<file path="src/verilog/chgpc_pkg.sv">
package chgpc_pkg;
    // Clock rate and derived timebase
    localparam int CLK_FREQ_HZ = 250000000;
    localparam int CLK_PERIOD_NS = 4;
    // Fault blink rate and half period count
    localparam int BLINK_HZ = 1;
    localparam int BLINK_HALF_CYC = CLK_FREQ_HZ / (2 * BLINK_HZ);
    // Interrupt pulse width
    localparam int INT_PULSE_US = 256;
    localparam int INT_PULSE_CYC = INT_PULSE_US * 1000 / CLK_PERIOD_NS;
    // Wake pin minimum high time
    localparam int WAKE_HOLD_MS = 2;
    localparam int WAKE_HOLD_CYC = WAKE_HOLD_MS * 1000000 / CLK_PERIOD_NS;
    // Power-good current floor in mA
    localparam logic [11:0] PG_MIN_MA = 12'd30;
    // USB host limits in mA
    localparam logic [11:0] USB_HI_MA = 12'd500;
    localparam logic [11:0] USB_LO_MA = 12'd100;
    // Register offsets (byte addresses)
    localparam logic [7:0] OFS_SRC_CTRL = 8'h00;
    localparam logic [7:0] OFS_PWR_CFG = 8'h04;
    localparam logic [7:0] OFS_MISC_CTRL = 8'h1C;
    localparam logic [7:0] OFS_STATUS = 8'h20;
    // Field positions
    localparam int CFG_BOOST_BIT = 4;
    localparam int MISC_SWOFF_BIT = 5;
    localparam logic [1:0] MODE_CHARGE = 2'b01;
    // Reset values
    localparam logic [7:0] SRC_CTRL_RST = 8'h07;
    localparam logic [7:0] PWR_CFG_RST = 8'h1B;
    localparam logic [7:0] MISC_CTRL_RST = 8'h00;
    localparam logic [2:0] JTEMP_RST = 3'h3;
    localparam logic [2:0] SYSMIN_RST = 3'h5;

    // Charge cycle phases
    typedef enum logic [2:0] {
        CHGPC_IDLE, CHGPC_PRE, CHGPC_CC, CHGPC_CV, CHGPC_DONE
    } chgpc_phase_e;

    // Analog comparator results bundled together
    typedef struct packed {
        logic vin_above_input_undervoltage_threshold;
        logic vin_below_ovp;
        logic vin_above_sleep;
        logic bat_above_lowv;
        logic bat_at_reg;
        logic ichg_below_term;
        logic bat_below_rechg;
        logic ts_in_window;
        logic jtemp_over;
        logic in_limit_hit;
        logic fault;
    } chgpc_sense_s;

    // Commands to the analog loops
    typedef struct packed {
        logic charge_en;
        logic boost_en;
        logic thermal_reduce;
        logic supplement;
        logic chg_zero;
        logic [1:0] chg_phase;
        logic [2:0] sysmin_code;
    } chgpc_ctrl_s;
endpackage

</file>
<file path="src/verilog/chgpc_top.sv">
// Chosen here: the placing of the registers and register access over APB.
`timescale 1ns/1ns
`default_nettype none
module chgpc_top #(
    parameter int BLINK_CYC = chgpc_pkg::BLINK_HALF_CYC,
    parameter int PULSE_CYC = chgpc_pkg::INT_PULSE_CYC,
    parameter int WAKE_CYC = chgpc_pkg::WAKE_HOLD_CYC
) (
    input wire logic pclk,
    input wire logic presetn,
    input wire logic psel,
    input wire logic penable,
    input wire logic pwrite,
    input wire logic [7:0] paddr,
    input wire logic [31:0] pwdata,
    output logic [31:0] prdata,
    output logic pready,
    output logic pslverr,
    input wire logic charge_enable_n,
    input wire logic source_select_in,
    input wire logic limit_select_boost_pin,
    input wire logic ship_wake_pin,
    input wire logic [11:0] input_limit_resistor_pin,
    input wire logic [1:0] data_contact_detect,
    input wire chgpc_pkg::chgpc_sense_s sense,
    output logic status_out_oe,
    output logic status_out_o,
    output logic int_out_oe,
    output logic int_out_o,
    output logic input_good_out,
    output logic battery_switch,
    output logic [11:0] input_current_limit,
    output chgpc_pkg::chgpc_ctrl_s ctrl
);
    import chgpc_pkg::*;

    // Refuse a blink half under two cycles, or an empty pulse or wake hold
    if (BLINK_CYC < 2 || PULSE_CYC < 1 || WAKE_CYC < 1) begin : g_bad_cnt
        $error("chgpc_top: counts too small");
    end

    // Software registers
    logic [7:0] src_ctrl_ff;
    logic [7:0] pwr_cfg_ff;
    logic [7:0] misc_ctrl_ff;
    // Charge phase and pin state
    chgpc_phase_e phase_ff;
    // Counters are 32 bits so the full-rate counts fit
    logic [31:0] blink_cnt_ff;
    logic blink_ff;
    logic [31:0] pulse_cnt_ff;
    logic [31:0] wake_cnt_ff;
    logic wake_prev_ff;
    logic wake_arm_ff;
    logic ship_ff;
    logic [7:0] evt_prev_ff;
    logic evt_pend_ff;

    // APB strobes: zero wait state
    // Read decodes in setup so data stands through access
    logic apb_wr;
    logic apb_rd;
    assign apb_wr = psel && penable && pwrite;
    assign apb_rd = psel && !penable && !pwrite;

    // Effective limits and qualifiers
    // All combinational; the outputs below register them
    logic charge_allowed;
    logic boost_req;
    logic usb_host;
    logic [11:0] src_limit;
    logic [11:0] prog_limit;
    logic [11:0] nxt_limit;
    logic good_window;
    logic [7:0] evt_now;

    // Source kind: select pin, or data-line result when nonzero
    // Detection, when it has a result, outranks the select pin
    always_comb begin
        usb_host = source_select_in;
        if (data_contact_detect != 2'b00) begin
            usb_host = (data_contact_detect == 2'b01);
        end
    end

    // Programmed limit from three-bit field
    // Eight steps; the top code gives the highest limit
    always_comb begin
        case (src_ctrl_ff[2:0])
            3'd0: prog_limit = 12'd100;
            3'd1: prog_limit = 12'd150;
            3'd2: prog_limit = 12'd500;
            3'd3: prog_limit = 12'd900;
            3'd4: prog_limit = 12'd1000;
            3'd5: prog_limit = 12'd1500;
            3'd6: prog_limit = 12'd2000;
            default: prog_limit = 12'd3000;
        endcase
    end

    // USB host sets the limit from the select pin, in place of the programmed value
    // Resistor and the source limit compete; the lower wins
    always_comb begin
        src_limit = prog_limit;
        if (usb_host) begin
            src_limit = limit_select_boost_pin ? USB_HI_MA
                                               : USB_LO_MA;
        end
        if (input_limit_resistor_pin < src_limit) begin
            nxt_limit = input_limit_resistor_pin;
        end else begin
            nxt_limit = src_limit;
        end
    end

    // Qualifiers for charge and boost
    // Thermistor window gates both directions of power flow
    // Ship mode blocks charging: the battery path is open
    assign charge_allowed = (pwr_cfg_ff[5:4] == MODE_CHARGE)
                            && !charge_enable_n
                            && sense.ts_in_window
                            && !ship_ff;
    assign boost_req = pwr_cfg_ff[CFG_BOOST_BIT]
                       && limit_select_boost_pin
                       && sense.ts_in_window;
    assign good_window = sense.vin_above_input_undervoltage_threshold && sense.vin_below_ovp
                         && sense.vin_above_sleep
                         && (nxt_limit > PG_MIN_MA);

    // Register writes
    // Writes land at the access edge only; upper bits are dropped
    always_ff @(posedge pclk or negedge presetn) begin
        if (!presetn) begin
            src_ctrl_ff <= SRC_CTRL_RST;
            pwr_cfg_ff <= PWR_CFG_RST;
            misc_ctrl_ff <= MISC_CTRL_RST;
        end else if (apb_wr) begin
            case (paddr)
                OFS_SRC_CTRL: src_ctrl_ff <= pwdata[7:0];
                OFS_PWR_CFG: pwr_cfg_ff <= pwdata[7:0];
                OFS_MISC_CTRL: misc_ctrl_ff <= pwdata[7:0];
                default: ;
            endcase
        end
    end

    // Read data, registered in setup so it is valid in access
    // Unmapped reads return zero rather than stale data
    // Status: phase 14:12, ship 11, fault 10, good 9, boost 8
    always_ff @(posedge pclk or negedge presetn) begin
        if (!presetn) begin
            prdata <= 32'h0;
        end else if (apb_rd) begin
            case (paddr)
                OFS_SRC_CTRL: prdata <= {24'h0, src_ctrl_ff};
                OFS_PWR_CFG: prdata <= {24'h0, pwr_cfg_ff};
                OFS_MISC_CTRL: prdata <= {24'h0, misc_ctrl_ff};
                OFS_STATUS: prdata <= {16'h0, 1'b0, phase_ff,
                                       ship_ff, sense.fault,
                                       input_good_out, boost_req,
                                       8'h0};
                default: prdata <= 32'h0;
            endcase
        end
    end

    // Ready in each access cycle only; unmapped address flags an error in access
    // No wait states: the answer is fixed one cycle after setup
    // Writing the read-only status word is refused too
    always_ff @(posedge pclk or negedge presetn) begin
        if (!presetn) begin
            pready <= 1'b0;
            pslverr <= 1'b0;
        end else begin
            pready <= psel && !penable;
            pslverr <= psel && !penable && paddr != OFS_SRC_CTRL
                       && paddr != OFS_PWR_CFG
                       && paddr != OFS_MISC_CTRL
                       && !(paddr == OFS_STATUS && !pwrite);
        end
    end

    // Autonomous charge cycle sequencing
    // Losing any qualifier drops back to idle at once
    // Recharge restarts at preconditioning, never mid-cycle
    always_ff @(posedge pclk or negedge presetn) begin
        if (!presetn) begin
            phase_ff <= CHGPC_IDLE;
        end else if (!charge_allowed) begin
            phase_ff <= CHGPC_IDLE;
        end else begin
            case (phase_ff)
                CHGPC_IDLE: phase_ff <= CHGPC_PRE;
                CHGPC_PRE: begin
                    if (sense.bat_above_lowv) begin
                        phase_ff <= CHGPC_CC;
                    end
                end
                CHGPC_CC: begin
                    if (sense.bat_at_reg) begin
                        phase_ff <= CHGPC_CV;
                    end
                end
                CHGPC_CV: begin
                    if (sense.ichg_below_term) begin
                        phase_ff <= CHGPC_DONE;
                    end
                end
                CHGPC_DONE: begin
                    if (sense.bat_below_rechg) begin
                        phase_ff <= CHGPC_PRE;
                    end
                end
                default: phase_ff <= CHGPC_IDLE;
            endcase
        end
    end

    // Fault blink timebase, equal halves
    // Counter parks with no fault so a new fault starts clean
    // Limitation: a fault shorter than one half never shows
    always_ff @(posedge pclk or negedge presetn) begin
        if (!presetn) begin
            blink_cnt_ff <= 32'h0;
            blink_ff <= 1'b0;
        end else if (!sense.fault) begin
            blink_cnt_ff <= 32'h0;
            blink_ff <= 1'b0;
        end else if (blink_cnt_ff == 32'(BLINK_CYC - 1)) begin
            blink_cnt_ff <= 32'h0;
            blink_ff <= !blink_ff;
        end else begin
            blink_cnt_ff <= blink_cnt_ff + 32'h1;
        end
    end

    // Status pin drive: enable high pulls the pin low
    // Fault blink overrides the normal charge indication
    always_ff @(posedge pclk or negedge presetn) begin
        if (!presetn) begin
            status_out_oe <= 1'b0;
        end else if (sense.fault) begin
            status_out_oe <= blink_ff;
        end else begin
            status_out_oe <= (phase_ff == CHGPC_PRE)
                             || (phase_ff == CHGPC_CC)
                             || (phase_ff == CHGPC_CV);
        end
    end
    assign status_out_o = 1'b0;
    assign int_out_o = 1'b0;

    // Events watched for status change
    // Top bit spare; every phase step counts as an event
    assign evt_now = {1'b0, sense.fault, input_good_out, boost_req,
                      ship_ff, phase_ff};

    // Interrupt pulse; an event during a pulse waits, not lost
    // Trade-off: one pending flag, so a burst of changes
    // during a pulse merges into a single extra pulse
    always_ff @(posedge pclk or negedge presetn) begin
        if (!presetn) begin
            evt_prev_ff <= 8'h0;
            evt_pend_ff <= 1'b0;
            pulse_cnt_ff <= 32'h0;
            int_out_oe <= 1'b0;
        end else begin
            evt_prev_ff <= evt_now;
            if (pulse_cnt_ff != 32'h0) begin
                pulse_cnt_ff <= pulse_cnt_ff - 32'h1;
                if (evt_now != evt_prev_ff) begin
                    evt_pend_ff <= 1'b1;
                end
                if (pulse_cnt_ff == 32'h1) begin
                    int_out_oe <= 1'b0;
                end
            end else if (evt_now != evt_prev_ff || evt_pend_ff) begin
                pulse_cnt_ff <= 32'(PULSE_CYC);
                int_out_oe <= 1'b1;
                evt_pend_ff <= 1'b0;
            end
        end
    end

    // Wake pin qualification and ship mode
    // Pin is synchronous, so no extra stage; count saturates
    // A write entering ship mode wins over a wake that edge
    // Clearing the switch-off bit also leaves ship mode
    always_ff @(posedge pclk or negedge presetn) begin
        if (!presetn) begin
            wake_prev_ff <= 1'b0;
            wake_arm_ff <= 1'b0;
            wake_cnt_ff <= 32'h0;
            ship_ff <= 1'b0;
        end else begin
            wake_prev_ff <= ship_wake_pin;
            if (!ship_wake_pin) begin
                wake_arm_ff <= 1'b0;
                wake_cnt_ff <= 32'h0;
            end else if (!wake_prev_ff) begin
                wake_arm_ff <= 1'b1;
                wake_cnt_ff <= 32'h1;
            end else if (wake_arm_ff && wake_cnt_ff
                         < 32'(WAKE_CYC)) begin
                wake_cnt_ff <= wake_cnt_ff + 32'h1;
            end
            if (apb_wr && paddr == OFS_MISC_CTRL
                && pwdata[MISC_SWOFF_BIT]) begin
                ship_ff <= 1'b1;
            end else if (wake_arm_ff
                         && wake_cnt_ff == 32'(WAKE_CYC)) begin
                ship_ff <= 1'b0;
            end else if (!misc_ctrl_ff[MISC_SWOFF_BIT]) begin
                ship_ff <= 1'b0;
            end
        end
    end

    // Battery switch and limit outputs
    // Reset leaves the switch closed so the system stays fed
    always_ff @(posedge pclk or negedge presetn) begin
        if (!presetn) begin
            battery_switch <= 1'b1;
            input_good_out <= 1'b1;
            input_current_limit <= USB_LO_MA;
        end else begin
            battery_switch <= !ship_ff;
            input_good_out <= !good_window;
            input_current_limit <= nxt_limit;
        end
    end

    // Commands to the analog loops
    // Supplement follows zero charge by one cycle, never first
    // Phase code is the low two bits; done and idle share zero
    always_ff @(posedge pclk or negedge presetn) begin
        if (!presetn) begin
            ctrl <= '0;
            ctrl.sysmin_code <= SYSMIN_RST;
        end else begin
            ctrl.charge_en <= charge_allowed
                              && phase_ff != CHGPC_DONE
                              && phase_ff != CHGPC_IDLE;
            ctrl.boost_en <= boost_req;
            ctrl.thermal_reduce <= sense.jtemp_over;
            ctrl.chg_zero <= sense.in_limit_hit;
            ctrl.supplement <= sense.in_limit_hit
                               && ctrl.chg_zero;
            ctrl.chg_phase <= phase_ff[1:0];
            ctrl.sysmin_code <= pwr_cfg_ff[3:1];
        end
    end
endmodule
`default_nettype wire

</file>
<file path="config.mk">
export PLATFORM = sky130hd
export DESIGN_NAME = chgpc_top
export DESIGN_NICKNAME = d
export VERILOG_FILES = /design/src/verilog/chgpc_pkg.sv /design/src/verilog/chgpc_top.sv
export SDC_FILE = /design/constraint.sdc
export NUM_CORES = 1
export LEC_CHECK = 0
export BUFFER_PORTS_ARGS = -buffer_cell sky130_fd_sc_hd__buf_2
export CAP_MARGIN = 20
export CORE_UTILIZATION = 45
export CTS_CLUSTER_DIAMETER = 120
export DETAILED_ROUTE_END_ITERATION = 12
export PLACE_DENSITY = 0.7
export SLEW_MARGIN = 25
export SYNTH_ARGS = -nofsm -noshare
export SYNTH_HDL_FRONTEND = slang
export SYNTH_SLANG_ARGS = --single-unit
</file>
<file path="constraint.sdc">
create_clock -name pclk -period 5.85 [get_ports pclk]
set_input_delay 0.585 -clock pclk [delete_from_list [all_inputs] [get_ports pclk]]
set_output_delay 0.585 -clock pclk [all_outputs]
set_load 0.02 [all_outputs]
</file>
==> run_results.csv <==
group,metric,value,unit
detailed_routing,drt_wl_total,18100,µm
placed_design,routabilityCongestion,0.865,
critical_path,crit_chain,"inv_1 > nor3_1 > ha_1 > a21o_1 > a21oi_1 > a211oi_2 > or3_1 > mux2_1",
logic_synthesis,syn_area_per_cell,10.6,µm²
placed_design,dp_cells,1139,
critical_path,critPathCaptureType,"flip-flop",
sta,setup_tns,0,ns
sta,setup_violations,0,
critical_path,timing.rr.start,"src_ctrl_ff[2]",
pwr,ir_drop,0.203,mV
logic_synthesis,synth_cells,817,
logic_synthesis,ys_ff_latch,175,
detailed_routing,dr.pass1.iters,5,
sta,min_period,3.02,ns
critical_path,cp-startpoint,"src_ctrl_ff[2]",
detailed_routing,detail-route-antenna-nets,0,
logic_synthesis,synth_top_family_by_area,"simple AND/OR/NAND/NOR gates",
clocking,holdBufCountCts,0,
grt,grt_pass1_wl,30400,µm
logic_synthesis,synth.distinct_cells,71,
sta,rsz0062_at_grt,"no",
critical_path,worstSetupPathType,"flip-flop to flip-flop",
floorplan,die_h,141,µm
clocking,clock_path_buffers,2,
cells_and_area,stdcell_count,1173,
critical_path,worstPathArrival,3.33,ns
critical_path,crit_fanout,13,
pwr,power_leakage,4.46,nW
pwr,p_sw,0.631,mW
sta,drv_slew,0,
placed_design,place_area,9280,µm²
floorplan,die_w,141,µm
clocking,root_buffer,"clkbuf_16",
logic_synthesis,ys.warnings.count,0,
logic_synthesis,syn_area,8700,µm²
clocking,cts.htree.levels,4,
logic_synthesis,synthFlopType,"dfrtp_1",
floorplan,ios,136,
detailed_routing,avgRoutedWirePerCell,15.4,µm
pwr,cellInternalPower,1.94,mW
logic_synthesis,synth_seq_area_share,0.506,
hold_path,hp-class,"input port to asynchronous set/reset pin",
grt,grt_use_total,0.193,
clocking,cts_setup_buffers,0,
sta,fin_skew,0.00900,ns
clocking,cts_buffers,17,
sta,hold_viol_final,0,
pwr,p_total,2.57,mW
critical_path,worstPathRequired,6.16,ns
cells_and_area,num-fill-cells,1666,
cells_and_area,layout_common_cells,"dfrtp_1 (161), nor2_1 (94), buf_2 (91)",
logic_synthesis,synthAdderAreaFrac,0.0216,
logic_synthesis,synth_xor_area_frac,0.0725,
pwr,pwr-share-comb,0.068,
pwr,power.density,260,nW/µm²
critical_path,worst_path_max_delay_cell,"or3_1",
pwr,seqPwrFrac,0.486,
sta,period_share,0.515,
floorplan,fp-row-count,50,
job,drv_cap,0,
pwr,p_clk_frac,0.446,
cells_and_area,nNetsFinal,987,
floorplan,die_area,19900,µm²
cells_and_area,syn2layout_area_growth,13.6,%
detailed_routing,vias,6305,
status,status,"finished clean",
cells_and_area,post-route-cell-area,9880,µm²
detailed_routing,drc_errors,0,
sta,worst_pin_slew,0.918,ns
logic_synthesis,async_flop_share,1.00,
pwr,power.share.switching,0.245,
grt,grt_max_degree,82,
floorplan,core-area,18800,µm²
logic_synthesis,synth_mux_area_frac,0.0552,
cells_and_area,drive_gt1_frac,0.190,
logic_synthesis,synth_edf_count,0,
critical_path,crit_path_max_incr_delay,0.62,ns
detailed_routing,vias_per_cell,5.38,
placed_design,port_buffers,92,
clocking,post_cts_resized,0,
critical_path,cp-start-kind,"flip-flop",
clocking,cts_tree,"built",
clocking,clock_latency,0.43,ns
floorplan,start_util,0.462,
clocking,cts.sinks,175,
placed_design,dpl.hpwl,12600,µm
sta,max_slew_margin,0.384,
sta,fmax,332,MHz
clocking,clk_pin_slew,0.07,ns
cells_and_area,final_common_cell,"dfrtp_1",
grt,grt_antenna_before_repair,3,
grt,globalRouteOverflowTotal,0,
grt,grt_pass1_vias,6107,
logic_synthesis,yosys.area_share.simple,0.231,
logic_synthesis,synth_compound_area_frac,0.0689,
detailed_routing,drt_first_iter_violations,372,
power by group through the flow:
stage	clock [mW]	combinational [mW]	sequential, mW
after floorplan	0	0.0861	1.29
after global placement	0	0.175	1.27
after detailed placement	0	0.177	1.27
after CTS	1.17	0.178	1.25
after global routing	1.21	0.195	1.25
final	1.15	0.176	1.25
stage by stage:
step,hold WS (ns),util,setup slack [ns]
2_1_floorplan,0.289,-,3.02
3_3_place_gp,0.368,0.493,2.52
3_5_place_dp,0.369,0.493,2.49
4_1_cts,0.216,0.524,2.87
5_1_grt,0.252,0.525,2.70
6_report,0.192,0.525,2.83
cell usage after synthesis, types with 12 or more instances:
| cell | n | share of area |
|---|---|---|
| xor2_1 | 35 | 0.035 |
| mux2_1 | 24 | 0.031 |
| nand2_1 | 46 | 0.020 |
| xnor2_1 | 37 | 0.037 |
| nor3_1 | 23 | 0.013 |
| and3_1 | 22 | 0.016 |
| dfstp_2 | 14 | 0.042 |
| nand3_1 | 35 | 0.020 |
| a21oi_1 | 22 | 0.013 |
| dfrtp_1 | 161 | 0.46 |
| mux2i_1 | 12 | 0.014 |
| clkbuf_1 | 18 | 0.0078 |
| nor4_1 | 25 | 0.018 |
| ha_1 | 15 | 0.022 |
| inv_1 | 22 | 0.0095 |
| nor2_1 | 94 | 0.041 |
| buf_4 | 22 | 0.019 |
| nand4_1 | 29 | 0.021 |
final timing paths:
path | slack [ns] | cells past startpoint | endpoint
min in group pclk | 0.26 | 1 | ctrl[7]
setup reg to reg | 2.83 | 8 | input_current_limit[1]
max in group asynchronous | 4.45 | 2 | blink_cnt_ff[22]
hold / removal | 0.19 | 1 | pwr_cfg_ff[2]
setup / recovery | 2.83 | 8 | input_current_limit[1]
hold reg to reg | 0.38 | 0 | ctrl[0]
per-layer routing:
layer | up-vias | share of wire | GRT usage | routed length [µm]
li1 | 3065 | - | - | -
met1 | 3079 | 0.46 | 0.256 | 8380
met2 | 136 | 0.47 | 0.307 | 8410
met3 | 23 | 0.055 | 0.0493 | 988
met4 | 2 | 0.015 | 0.0658 | 274
met5 | - | 0.00044 | 0 | 8
flip-flops by register name (all words and copies together), names as in the netlist, 3 cells and up:
name                 cells
blink_cnt_ff            32
ctrl                     8
evt_prev_ff              6
input_current_limit     12
misc_ctrl_ff             8
phase_ff                 3
prdata                  15
pulse_cnt_ff            32
pwr_cfg_ff               8
src_ctrl_ff              8
wake_cnt_ff             32
final cells by class:
cell class	instances	area (µm²)	area share
multi-input cells	586	3980	0.403
inverters	22	82.6	0.00836
clock buffers	19	443	0.0448
well taps	260	325	0.0329
flip-flops and latches	175	4400	0.445
diodes	2	5.00	0.000506
clock inverters	13	153	0.0154
repair buffers	96	497	0.0503
worst max-delay path: cells and delay by family (launching register included):
| family | cells | cell delay, ns |
|---|---|---|
| buffers and inverters | 1 | 0.12 |
| flip-flops | 1 | 0.60 |
| adder cells (fa/ha/maj) | 1 | 0.34 |
| AO/OA/AOI/OAI | 3 | 0.47 |
| AND/OR/NAND/NOR | 2 | 0.96 |
| multiplexers | 1 | 0.41 |
cell families after synthesis:
| logic type | Yosys count |
|---|---|
| multiplexers | 44 |
| other | 1 |
| XOR/XNOR | 72 |
| AND/OR/NAND/NOR | 350 |
| buffers and inverters | 74 |
| adder cells (fa/ha/maj) | 15 |
| AO/OA/AOI/OAI | 86 |
| flip-flops | 175 |
Note: power is estimated with default switching activity, not from simulation.
